[src/eprom_pkg.sv]
// Purpose: shared constants and types for the eprom programmer registers
// Assumes: 40 MHz clock, 16-bit memory card words, byte offsets
// Notes: register numbers are the documented status/control indexes
package eprom_pkg;
  // register numbers (status on read, control on write)
  localparam logic [2:0] REG_ID_RESET = 3'h0;
  localparam logic [2:0] REG_PGM_TIME = 3'h1;
  localparam logic [2:0] REG_OFFSET = 3'h2;
  localparam logic [2:0] REG_DATA = 3'h3;
  localparam logic [2:0] REG_CAPACITY = 3'h4;
  localparam logic [2:0] REG_ERASED = 3'h5;
  localparam logic [2:0] REG_BASE = 3'h6;

  // card type code, value is arbitrary
  localparam logic [7:0] CARD_ID = 8'h5a;

  // capacities of a fully loaded card in bytes
  localparam logic [31:0] CAP_LARGE = 32'h0004_0000;
  localparam logic [31:0] CAP_SMALL = 32'h0002_0000;

  // error codes
  localparam logic [7:0] ERR_NO_CARD = 8'h54;
  localparam logic [7:0] ERR_ODD_OFFSET = 8'h50;
  localparam logic [7:0] ERR_NO_OFFSET = 8'h51;
  localparam logic [7:0] ERR_VERIFY = 8'h52;

  // reset values
  localparam logic [31:0] OFFSET_RESET = 32'h0000_0000;
  localparam logic FAST_RESET = 1'b0;

  // timing
  localparam int CLK_HZ = 40_000_000;
  localparam real SLOW_MS = 52.5;
  localparam real FAST_MS = 13.1;
  localparam int SLOW_CYCLES = int'(SLOW_MS * CLK_HZ / 1000.0);
  localparam int FAST_CYCLES = int'(FAST_MS * CLK_HZ / 1000.0);
  // cycles to wait after driving an address: covers pin synchroniser
  localparam logic [2:0] SETTLE_CYCLES = 3'h4;

  typedef enum logic [2:0] {
    ST_IDLE,
    ST_READ,
    ST_PROGRAM,
    ST_VERIFY,
    ST_COUNT
  } state_type;
endpackage

[src/eprom_programmer_regs.sv]
// Purpose: register behaviour of a programmer for a card of eprom sockets
// Assumes: host reads status and writes control registers by number;
//   memory card pins are asynchronous and pass two flip-flops
// Notes: one request at a time; requests while busy are ignored
`timescale 1ns/1ps
module eprom_programmer_regs #(
  parameter int SLOW_PGM_CYCLES = eprom_pkg::SLOW_CYCLES,
  parameter int FAST_PGM_CYCLES = eprom_pkg::FAST_CYCLES
) (
  input wire logic clk,
  input wire logic rst,
  input wire logic [2:0] reg_num,
  input wire logic reg_rd,
  input wire logic reg_wr,
  input wire logic [31:0] reg_wdata,
  output logic [31:0] reg_rdata,
  output logic rd_valid,
  output logic wr_done,
  output logic busy,
  output logic err,
  output logic [7:0] err_code,
  input wire logic card_present,
  input wire logic card_large,
  input wire logic [31:0] card_base,
  input wire logic [15:0] mem_rdata,
  output logic [16:0] mem_addr,
  output logic [15:0] mem_wdata,
  output logic mem_oe,
  output logic mem_pgm
);
  typedef struct packed {
    eprom_pkg::state_type st;
    logic [1:0] pres_s;
    logic [1:0] large_s;
    logic [15:0] rd_s1;
    logic [15:0] rd_s2;
    logic [31:0] base_s1;
    logic [31:0] base_s2;
    logic fast;
    logic [31:0] offset;
    logic loaded;
    logic [31:0] walk;
    logic [31:0] count;
    logic [2:0] settle;
    logic [16:0] mem_addr;
    logic [15:0] mem_wdata;
    logic mem_oe;
    logic mem_pgm;
    logic [31:0] rdata;
    logic rd_valid;
    logic wr_done;
    logic err;
    logic [7:0] err_code;
    logic busy;
    logic tstart;
  } regs_type;

  regs_type r_ff;
  regs_type nxt_r;
  logic timer_done;
  logic [31:0] timer_load;
  logic present;
  logic [31:0] capacity;
  logic [15:0] card_word;
  logic [7:0] walk_byte;

  localparam logic [31:0] SLOW_LOAD = 32'(SLOW_PGM_CYCLES);
  localparam logic [31:0] FAST_LOAD = 32'(FAST_PGM_CYCLES);

  // time by select
  // registered start and done each add a cycle, so load one less;
  // the pulse then lasts the selected time plus one cycle
  assign timer_load = (r_ff.fast ? FAST_LOAD : SLOW_LOAD) - 32'h0000_0001;

  pgm_timer u_timer (
    .clk(clk),
    .rst(rst),
    .start(r_ff.tstart),
    .load(timer_load),
    .done(timer_done)
  );

  assign present = r_ff.pres_s[1];

  assign capacity = !present ? 32'h0000_0000 :
                    (r_ff.large_s[1] ? eprom_pkg::CAP_LARGE :
                     eprom_pkg::CAP_SMALL);

  assign card_word = present ? r_ff.rd_s2 : 16'hffff;

  // even byte offsets sit in the upper half of a word
  assign walk_byte = r_ff.walk[0] ? card_word[7:0] : card_word[15:8];

  // next-state logic: bus decode, sequencer and pin synchronisers
  always_comb begin
    nxt_r = r_ff;
    nxt_r.pres_s = {r_ff.pres_s[0], card_present};
    nxt_r.large_s = {r_ff.large_s[0], card_large};
    nxt_r.rd_s1 = mem_rdata;
    nxt_r.rd_s2 = r_ff.rd_s1;
    nxt_r.base_s1 = card_base;
    nxt_r.base_s2 = r_ff.base_s1;
    nxt_r.rd_valid = 1'b0;
    nxt_r.wr_done = 1'b0;
    nxt_r.err = 1'b0;
    nxt_r.tstart = 1'b0;
    nxt_r.settle = (r_ff.settle != 3'h0) ? r_ff.settle - 3'h1 : 3'h0;
    case (r_ff.st)
      eprom_pkg::ST_IDLE: begin
        nxt_r.mem_oe = 1'b0;
        nxt_r.mem_pgm = 1'b0;
        if (reg_wr) begin
          nxt_r.wr_done = 1'b1;
          case (reg_num)
            eprom_pkg::REG_ID_RESET: begin
              if (reg_wdata != 32'h0000_0000) begin
                nxt_r.fast = eprom_pkg::FAST_RESET;
                nxt_r.offset = eprom_pkg::OFFSET_RESET;
                nxt_r.loaded = 1'b0;
                nxt_r.err_code = 8'h00;
              end
            end
            eprom_pkg::REG_PGM_TIME: begin
              nxt_r.fast = (reg_wdata != 32'h0000_0000);
            end
            eprom_pkg::REG_OFFSET: begin
              nxt_r.offset = reg_wdata;
              nxt_r.loaded = 1'b1;
            end
            eprom_pkg::REG_DATA: begin
              if (r_ff.offset[0]) begin
                nxt_r.err = 1'b1;
                nxt_r.err_code = eprom_pkg::ERR_ODD_OFFSET;
              end else if (!r_ff.loaded) begin
                nxt_r.err = 1'b1;
                nxt_r.err_code = eprom_pkg::ERR_NO_OFFSET;
              end else begin
                nxt_r.wr_done = 1'b0;
                nxt_r.loaded = 1'b0;
                nxt_r.mem_addr = r_ff.offset[17:1];
                nxt_r.mem_wdata = reg_wdata[15:0];
                nxt_r.mem_oe = 1'b1;
                nxt_r.mem_pgm = 1'b1;
                nxt_r.tstart = 1'b1;
                nxt_r.busy = 1'b1;
                nxt_r.st = eprom_pkg::ST_PROGRAM;
              end
            end
            default: begin
              // unused control numbers take no action
            end
          endcase
        end else if (reg_rd) begin
          nxt_r.rd_valid = 1'b1;
          case (reg_num)
            eprom_pkg::REG_ID_RESET: begin
              nxt_r.rdata = {24'h00_0000, eprom_pkg::CARD_ID};
            end
            eprom_pkg::REG_PGM_TIME: begin
              nxt_r.rdata = {31'h0000_0000, r_ff.fast};
            end
            eprom_pkg::REG_OFFSET: begin
              nxt_r.rdata = r_ff.offset;
            end
            eprom_pkg::REG_DATA: begin
              nxt_r.rd_valid = 1'b0;
              nxt_r.mem_addr = r_ff.offset[17:1];
              nxt_r.settle = eprom_pkg::SETTLE_CYCLES;
              nxt_r.busy = 1'b1;
              nxt_r.st = eprom_pkg::ST_READ;
            end
            eprom_pkg::REG_CAPACITY: begin
              nxt_r.rdata = capacity;
            end
            eprom_pkg::REG_ERASED: begin
              if (!present) begin
                nxt_r.rdata = 32'h0000_0000;
                nxt_r.err = 1'b1;
                nxt_r.err_code = eprom_pkg::ERR_NO_CARD;
              end else begin
                nxt_r.rd_valid = 1'b0;
                nxt_r.walk = r_ff.offset;
                nxt_r.count = 32'h0000_0000;
                nxt_r.mem_addr = r_ff.offset[17:1];
                nxt_r.settle = eprom_pkg::SETTLE_CYCLES;
                nxt_r.busy = 1'b1;
                nxt_r.st = eprom_pkg::ST_COUNT;
              end
            end
            eprom_pkg::REG_BASE: begin
              nxt_r.rdata = present ? r_ff.base_s2 : 32'h0000_0000;
              if (!present) begin
                nxt_r.err = 1'b1;
                nxt_r.err_code = eprom_pkg::ERR_NO_CARD;
              end
            end
            default: begin
              nxt_r.rdata = 32'h0000_0000;
            end
          endcase
        end
      end
      eprom_pkg::ST_READ: begin
        if (r_ff.settle == 3'h0) begin
          nxt_r.rdata = {16'h0000, card_word};
          nxt_r.rd_valid = 1'b1;
          nxt_r.busy = 1'b0;
          nxt_r.st = eprom_pkg::ST_IDLE;
        end
      end
      eprom_pkg::ST_PROGRAM: begin
        // pulse held until the selected time elapses
        if (timer_done) begin
          nxt_r.mem_pgm = 1'b0;
          nxt_r.mem_oe = 1'b0;
          nxt_r.settle = eprom_pkg::SETTLE_CYCLES;
          nxt_r.st = eprom_pkg::ST_VERIFY;
        end
      end
      eprom_pkg::ST_VERIFY: begin
        if (r_ff.settle == 3'h0) begin
          nxt_r.wr_done = 1'b1;
          nxt_r.busy = 1'b0;
          nxt_r.st = eprom_pkg::ST_IDLE;
          if (card_word != r_ff.mem_wdata) begin
            nxt_r.err = 1'b1;
            nxt_r.err_code = eprom_pkg::ERR_VERIFY;
          end
        end
      end
      eprom_pkg::ST_COUNT: begin
        // one byte per settle period; slow but needs no buffer
        if (r_ff.settle == 3'h0) begin
          // stop at zero bit or end
          // first byte not FF gives zero
          if (walk_byte != 8'hff || r_ff.walk >= capacity) begin
            nxt_r.rdata = r_ff.count;
            nxt_r.rd_valid = 1'b1;
            nxt_r.busy = 1'b0;
            nxt_r.st = eprom_pkg::ST_IDLE;
          end else begin
            nxt_r.count = r_ff.count + 32'h0000_0001;
            nxt_r.walk = r_ff.walk + 32'h0000_0001;
            if (r_ff.walk + 32'h0000_0001 >= capacity) begin
              nxt_r.rdata = r_ff.count + 32'h0000_0001;
              nxt_r.rd_valid = 1'b1;
              nxt_r.busy = 1'b0;
              nxt_r.st = eprom_pkg::ST_IDLE;
            end else begin
              nxt_r.mem_addr = nxt_r.walk[17:1];
              nxt_r.settle = eprom_pkg::SETTLE_CYCLES;
            end
          end
        end
      end
      default: begin
        nxt_r.st = eprom_pkg::ST_IDLE;
      end
    endcase
  end

  // all state registered here
  always_ff @(posedge clk) begin
    if (rst) begin
      r_ff <= '0;
    end else begin
      r_ff <= nxt_r;
    end
  end

  assign reg_rdata = r_ff.rdata;
  assign rd_valid = r_ff.rd_valid;
  assign wr_done = r_ff.wr_done;
  assign busy = r_ff.busy;
  assign err = r_ff.err;
  assign err_code = r_ff.err_code;
  assign mem_addr = r_ff.mem_addr;
  assign mem_wdata = r_ff.mem_wdata;
  assign mem_oe = r_ff.mem_oe;
  assign mem_pgm = r_ff.mem_pgm;
endmodule

[src/pgm_timer.sv]
// Purpose: one-shot counter timing the programming pulse
// Assumes: load is at least one
// Notes: done is a one-cycle pulse when the count runs out
`timescale 1ns/1ps
module pgm_timer (
  input wire logic clk,
  input wire logic rst,
  input wire logic start,
  input wire logic [31:0] load,
  output logic done
);
  typedef struct packed {
    logic run;
    logic [31:0] cnt;
    logic done;
  } timer_type;

  timer_type r_ff;
  timer_type nxt_r;

  // restart wins over a running count
  always_comb begin
    nxt_r = r_ff;
    nxt_r.done = 1'b0;
    if (start) begin
      nxt_r.run = 1'b1;
      nxt_r.cnt = load;
    end else if (r_ff.run) begin
      if (r_ff.cnt <= 32'h0000_0001) begin
        nxt_r.run = 1'b0;
        nxt_r.done = 1'b1;
      end else begin
        nxt_r.cnt = r_ff.cnt - 32'h0000_0001;
      end
    end
  end

  always_ff @(posedge clk) begin
    if (rst) begin
      r_ff <= '0;
    end else begin
      r_ff <= nxt_r;
    end
  end

  assign done = r_ff.done;
endmodule
[config.mk]
export PLATFORM = sky130hd
export DESIGN_NAME = eprom_programmer_regs
export DESIGN_NICKNAME = d
export VERILOG_FILES = /design/src/eprom_pkg.sv /design/src/eprom_programmer_regs.sv /design/src/pgm_timer.sv
export SDC_FILE = /design/constraint.sdc
export NUM_CORES = 1
export LEC_CHECK = 0
export BUFFER_PORTS_ARGS = -buffer_cell sky130_fd_sc_hd__buf_4
export CAP_MARGIN = 30
export CORE_UTILIZATION = 45
export DETAILED_ROUTE_END_ITERATION = 10
export GPL_TIMING_DRIVEN = 0
export PLACE_DENSITY = 0.74
export SYNTH_ARGS = -nofsm -noshare
export SYNTH_HDL_FRONTEND = slang
export SYNTH_SLANG_ARGS = --single-unit
[constraint.sdc]
create_clock -name clk -period 7.3 [get_ports clk]
set_input_delay 1.46 -clock clk [delete_from_list [all_inputs] [get_ports clk]]
set_output_delay 1.46 -clock clk [all_outputs]
set_load 0.02 [all_outputs]
==> run summary <==
The number of max-slew violations in the final report is 0, and the overall power of the completed layout is 3870 µW. In this run, post-CTS hold repair placed 0 buffers. Yosys attributes the largest share of cell area to dfxtp_1, a21oi_1, nand2_1, nor2b_1, nor2_1.

The logs give 0.0182 mm² for the final design area excluding fillers and 0.00675 µW for the leakage power total. Entering global routing, the biggest net connects 16 pins. Synthesis produced 1,924 cells.

After floorplanning, the core was sized to cover 0.0334 mm². The path class of the tightest hold or removal check is flop to flop. After detailed routing, the average wire length per cell comes to 20.1 µm. Synthesis inferred 313 register bits. The first global-routing pass estimated 80,200 µm of wire. The register clock-pin slew on the reported worst setup and hold paths is 60 ps, and the number of antenna cells inserted is 0.

The share of post-route cells with drive strength above 1 is 15.3%, and the residual antenna-violating net count after detailed routing is 0. The number of buffers inserted by post-CTS setup repair was 0. During I/O placement, the number of pins put on the boundary was 168.

Dividing the detail-routed via count by the number of cells gives 5.94. The detailed router finished its first iteration with 1,628 violations. The net switching share of the total power came out at 23.6%. Type of element capturing the critical path: a flop. The tree built by TritonCTS fans out to 313 sinks.

The count of endpoints failing hold in the final timing report came out at 0. Summing the sequential cell areas from Yosys gives 41.0% of the chip area. Summed over all failing endpoints, the final setup total negative slack is 0 ps. The tools report the post-CTS resize count as 0. Max-cap violations in this run came to 0. Summed over all nets, the switching power comes to 914 µW. Across the routed clock network, the largest skew measured is 17.6 ps.

The initialized floorplan defines 67 standard-cell rows. Via count of the first global-routing pass: 14,592. The congestion estimate from routability-driven global placement came to 0.978. The logs give 7.2% for the combinational power share and 431 ps for the final hold slack.

The average footprint of a synthesized cell works out to 7.94 µm². The startpoint identified for the worst register-to-register timing path is present. The portion of synthesized cell area occupied by the leading cell type was 41.0%; the number of flops mapped to enable cells by yosys was 0. The initial antenna violation count came out at 0. The worst hold path terminates at r_ff[208]. The flow ran to the end, but the final reports show violations. The required time of the critical path is 7720 ps, and the number of cells on the worst hold path is 1. The tools report the die area as 0.0347 mm². TritonCTS built the clock tree.

The worst pin sits at a relative slew slack of 29.1%. Of all cell types, the one taking the most synthesized area is dfxtp_1. The shortest clock period the worst path allows after layout works out to 5310 ps.

The number of warnings printed during yosys synthesis is 0, and the overall track demand over capacity in global routing is 30.0%. Of all flip-flops after synthesis, the portion carrying an async set or reset was 0%. From left edge to right edge, the die measures 186 µm. The tools report the capture instance of the worst register-to-register path as reg_rdata[8]. Setup repair after global routing left no endpoint under its margin.

The largest buffer count on any clock path was 3. Sequential share of power: 46.0%. Buffers inserted during clock tree synthesis total 35. The final critical-path setup slack is 1990 ps, and the signal arrival time at the worst endpoint is 5730 ps. The final reports fail on DRC. The most used flip-flop cell after synthesis is dfxtp_1.

Cell internal power was estimated by the tool at 2960 µW. The root buffer cell chosen for the clock tree is clkbuf_16. The worst register-to-register path has a depth of 14.

Once the floorplan was initialized, standard cells occupied 45.7% of the core. For the pin with the worst max-slew slack, the measured transition is 1060 ps. Launch instance of the worst min-delay path: nxt_r[208]. The number of input and output port buffers inserted was 160; the distinct cell type count after synthesis was 73. Along the worst path, the maximum fanout reaches 10.

For this run, design rule violations remaining after detail routing come to 2. For the net count of the finished layout, the log shows 2,225. The routed layout has 15,412 vias.

The final worst-path cycle share works out to 72.7%. CTS built an H-tree with a depth of 2. Setup violations remaining at the end of the flow were counted as 0. The logs give 8 for the first-pass iteration count of the detailed router and 0.188 GHz for the maximum operating frequency. The tools report the critical path startpoint category as a flop. The mapped netlist covers 0.0153 mm². The power per cell area works out to 212 mW/mm². The wire-length estimate of the detail-placed layout is 39,500 µm. The logs give 0.0171 mm² for the area of placed instances and 140 µV for the worst voltage drop across the vdd grid. Path type of the worst setup path: flop to flop. For the worst-skew pair, the clock arrives at the later sink with an insertion delay of 520 ps. The die is 186 µm tall. The total overflow reported by the global router was 0; the setup slack of the worst register-to-register path was 1990 ps. The tools report the sum of routed wire length over all layers as 52,200 µm. Timing analysis after detailed placement gives a worst setup slack of 2230 ps.

The part of the total power dissipated in the clock network was 46.8%; the area growth from synthesis to final layout was 19.3%.
-- Yosys cell counts, types with 4 or more instances --
cell type and n:
or2_2 6, nor4_1 29, and2_1 7, o31ai_1 22
and3_1 24, a21oi_1 196, xor2_1 41, o21ai_1 5
a22oi_1 44, a311oi_1 4, o41ai_1 6, xnor2_1 30
or3_1 29, nand2b_1 5, ha_1 10, nor2b_1 108
dfxtp_1 313, or4_1 8, a31oi_1 24, nand3b_1 11
buf_2 10, nor3b_1 7, nor3_1 61, o21a_1 9
nand3_1 113, buf_4 77, o21ai_0 67, a211o_1 5
nand2_1 206, nor4bb_1 6, nor2_1 159, inv_1 29
a221oi_1 11, nand4_1 29, o211ai_1 12, clkbuf_1 114
nor4b_1 5, o22ai_1 14, a211oi_1 14, and4_1 6
-- through the flow --
step / instances / utilization, %
after CTS: 2596 / 54.5
after detailed placement: 2537 / 51.0
after global placement: 2534 / 51.0
after floorplan: 1926 / -
after global routing: 2596 / 54.5
final: 2596 / 54.5
-- cell families (layout without fill, tap and decap cells) --
family	after synthesis	in the layout	share of synthesized area, %
flops	313	313	41.0
simple gates	835	835	27.8
other cells	1	3	0.0245
buf+inv	235	457	7.84
mux	1	1	0.0655
fa+ha+maj	10	10	0.819
xor+xnor	71	71	4.07
compound gates	458	458	18.4
-- layout by cell type, fill, tap and decap left out, types with 61 or more instances in the layout --
cell | netlist | routed
a21oi_1 | 196 | 196
buf_4 | 77 | 237
clkbuf_1 | 114 | 119
dfxtp_1 | 313 | 313
nand2_1 | 206 | 206
nand3_1 | 113 | 113
nor2_1 | 159 | 159
nor2b_1 | 108 | 108
nor3_1 | 61 | 61
o21ai_0 | 67 | 67
-- metal layers --
| metal | vias to the layer above | part of all wire [%] | GRT usage, % |
|---|---|---|---|
| met4 | 0 | 6.5 | 18.7 |
| met2 | 848 | 44 | 47.4 |
| li1 | 7153 | - | - |
| met3 | 201 | 9.8 | 6.06 |
| met1 | 7210 | 40 | 37.5 |
| met5 | - | 0 | 0 |
-- sequential cells by signal, indices dropped and copies added, names as in the netlist --
signal and cells:
r_ff 154, mem_oe 1, u_timer.r_ff 33, mem_addr 17, reg_rdata 32, rd_valid 1
wr_done 1, err_code 4, u_timer.done 1, mem_wdata 16, nxt_r 50, present 1
busy 1, err 1
-- critical path, stage by stage, from the launching register on --
cell and delay [ps]:
dfxtp_1 420, clkbuf_1 450, clkbuf_1 440, nand2_1 310, ha_1 360, nor3b_1 150, nor4_1 250, nand3_1 240
or3_1 450, clkbuf_1 330, or2_1 390, o31ai_2 690, clkbuf_1 470, nand2_1 100, a31oi_1 160
-- worst max-delay path by stage --
stage                     startpoint       endpoint  slack [ps]  depth (start not counted)
after detailed placement     present   reg_rdata[8]        2230                         14
after CTS                    present   reg_rdata[8]        2190                         14
after global placement       present  reg_rdata[25]        2300                         14
after global routing         present  reg_rdata[23]        1860                         14
after floorplan            r_ff[115]  reg_rdata[23]        3500                         14
final                        present   reg_rdata[8]        1990                         14
-- final cells by class --
| type | count | area [µm²] |
|---|---|---|
| Buffer | 206 | 1090 |
| Clock buffer | 44 | 950 |
| Clock inverter | 15 | 218 |
| Fill cell | 3169 | 15200 |
| Inverter | 29 | 109 |
| Multi-Input combinational cell | 1378 | 7830 |
| Sequential cell | 313 | 6270 |
| Tap cell | 448 | 561 |
| Timing Repair Buffer | 163 | 1220 |
-- power by group through the flow --
stage | combinational [µW] | clock, µW | sequential [µW]
CTS | 273 | 1820 | 1780
global placement | 268 | 0 | 1810
floorplan | 155 | 0 | 1800
global route | 299 | 1890 | 1780
detailed placement | 272 | 0 | 1810
finish | 279 | 1810 | 1780
Note: power is estimated with default switching activity, not from simulation.
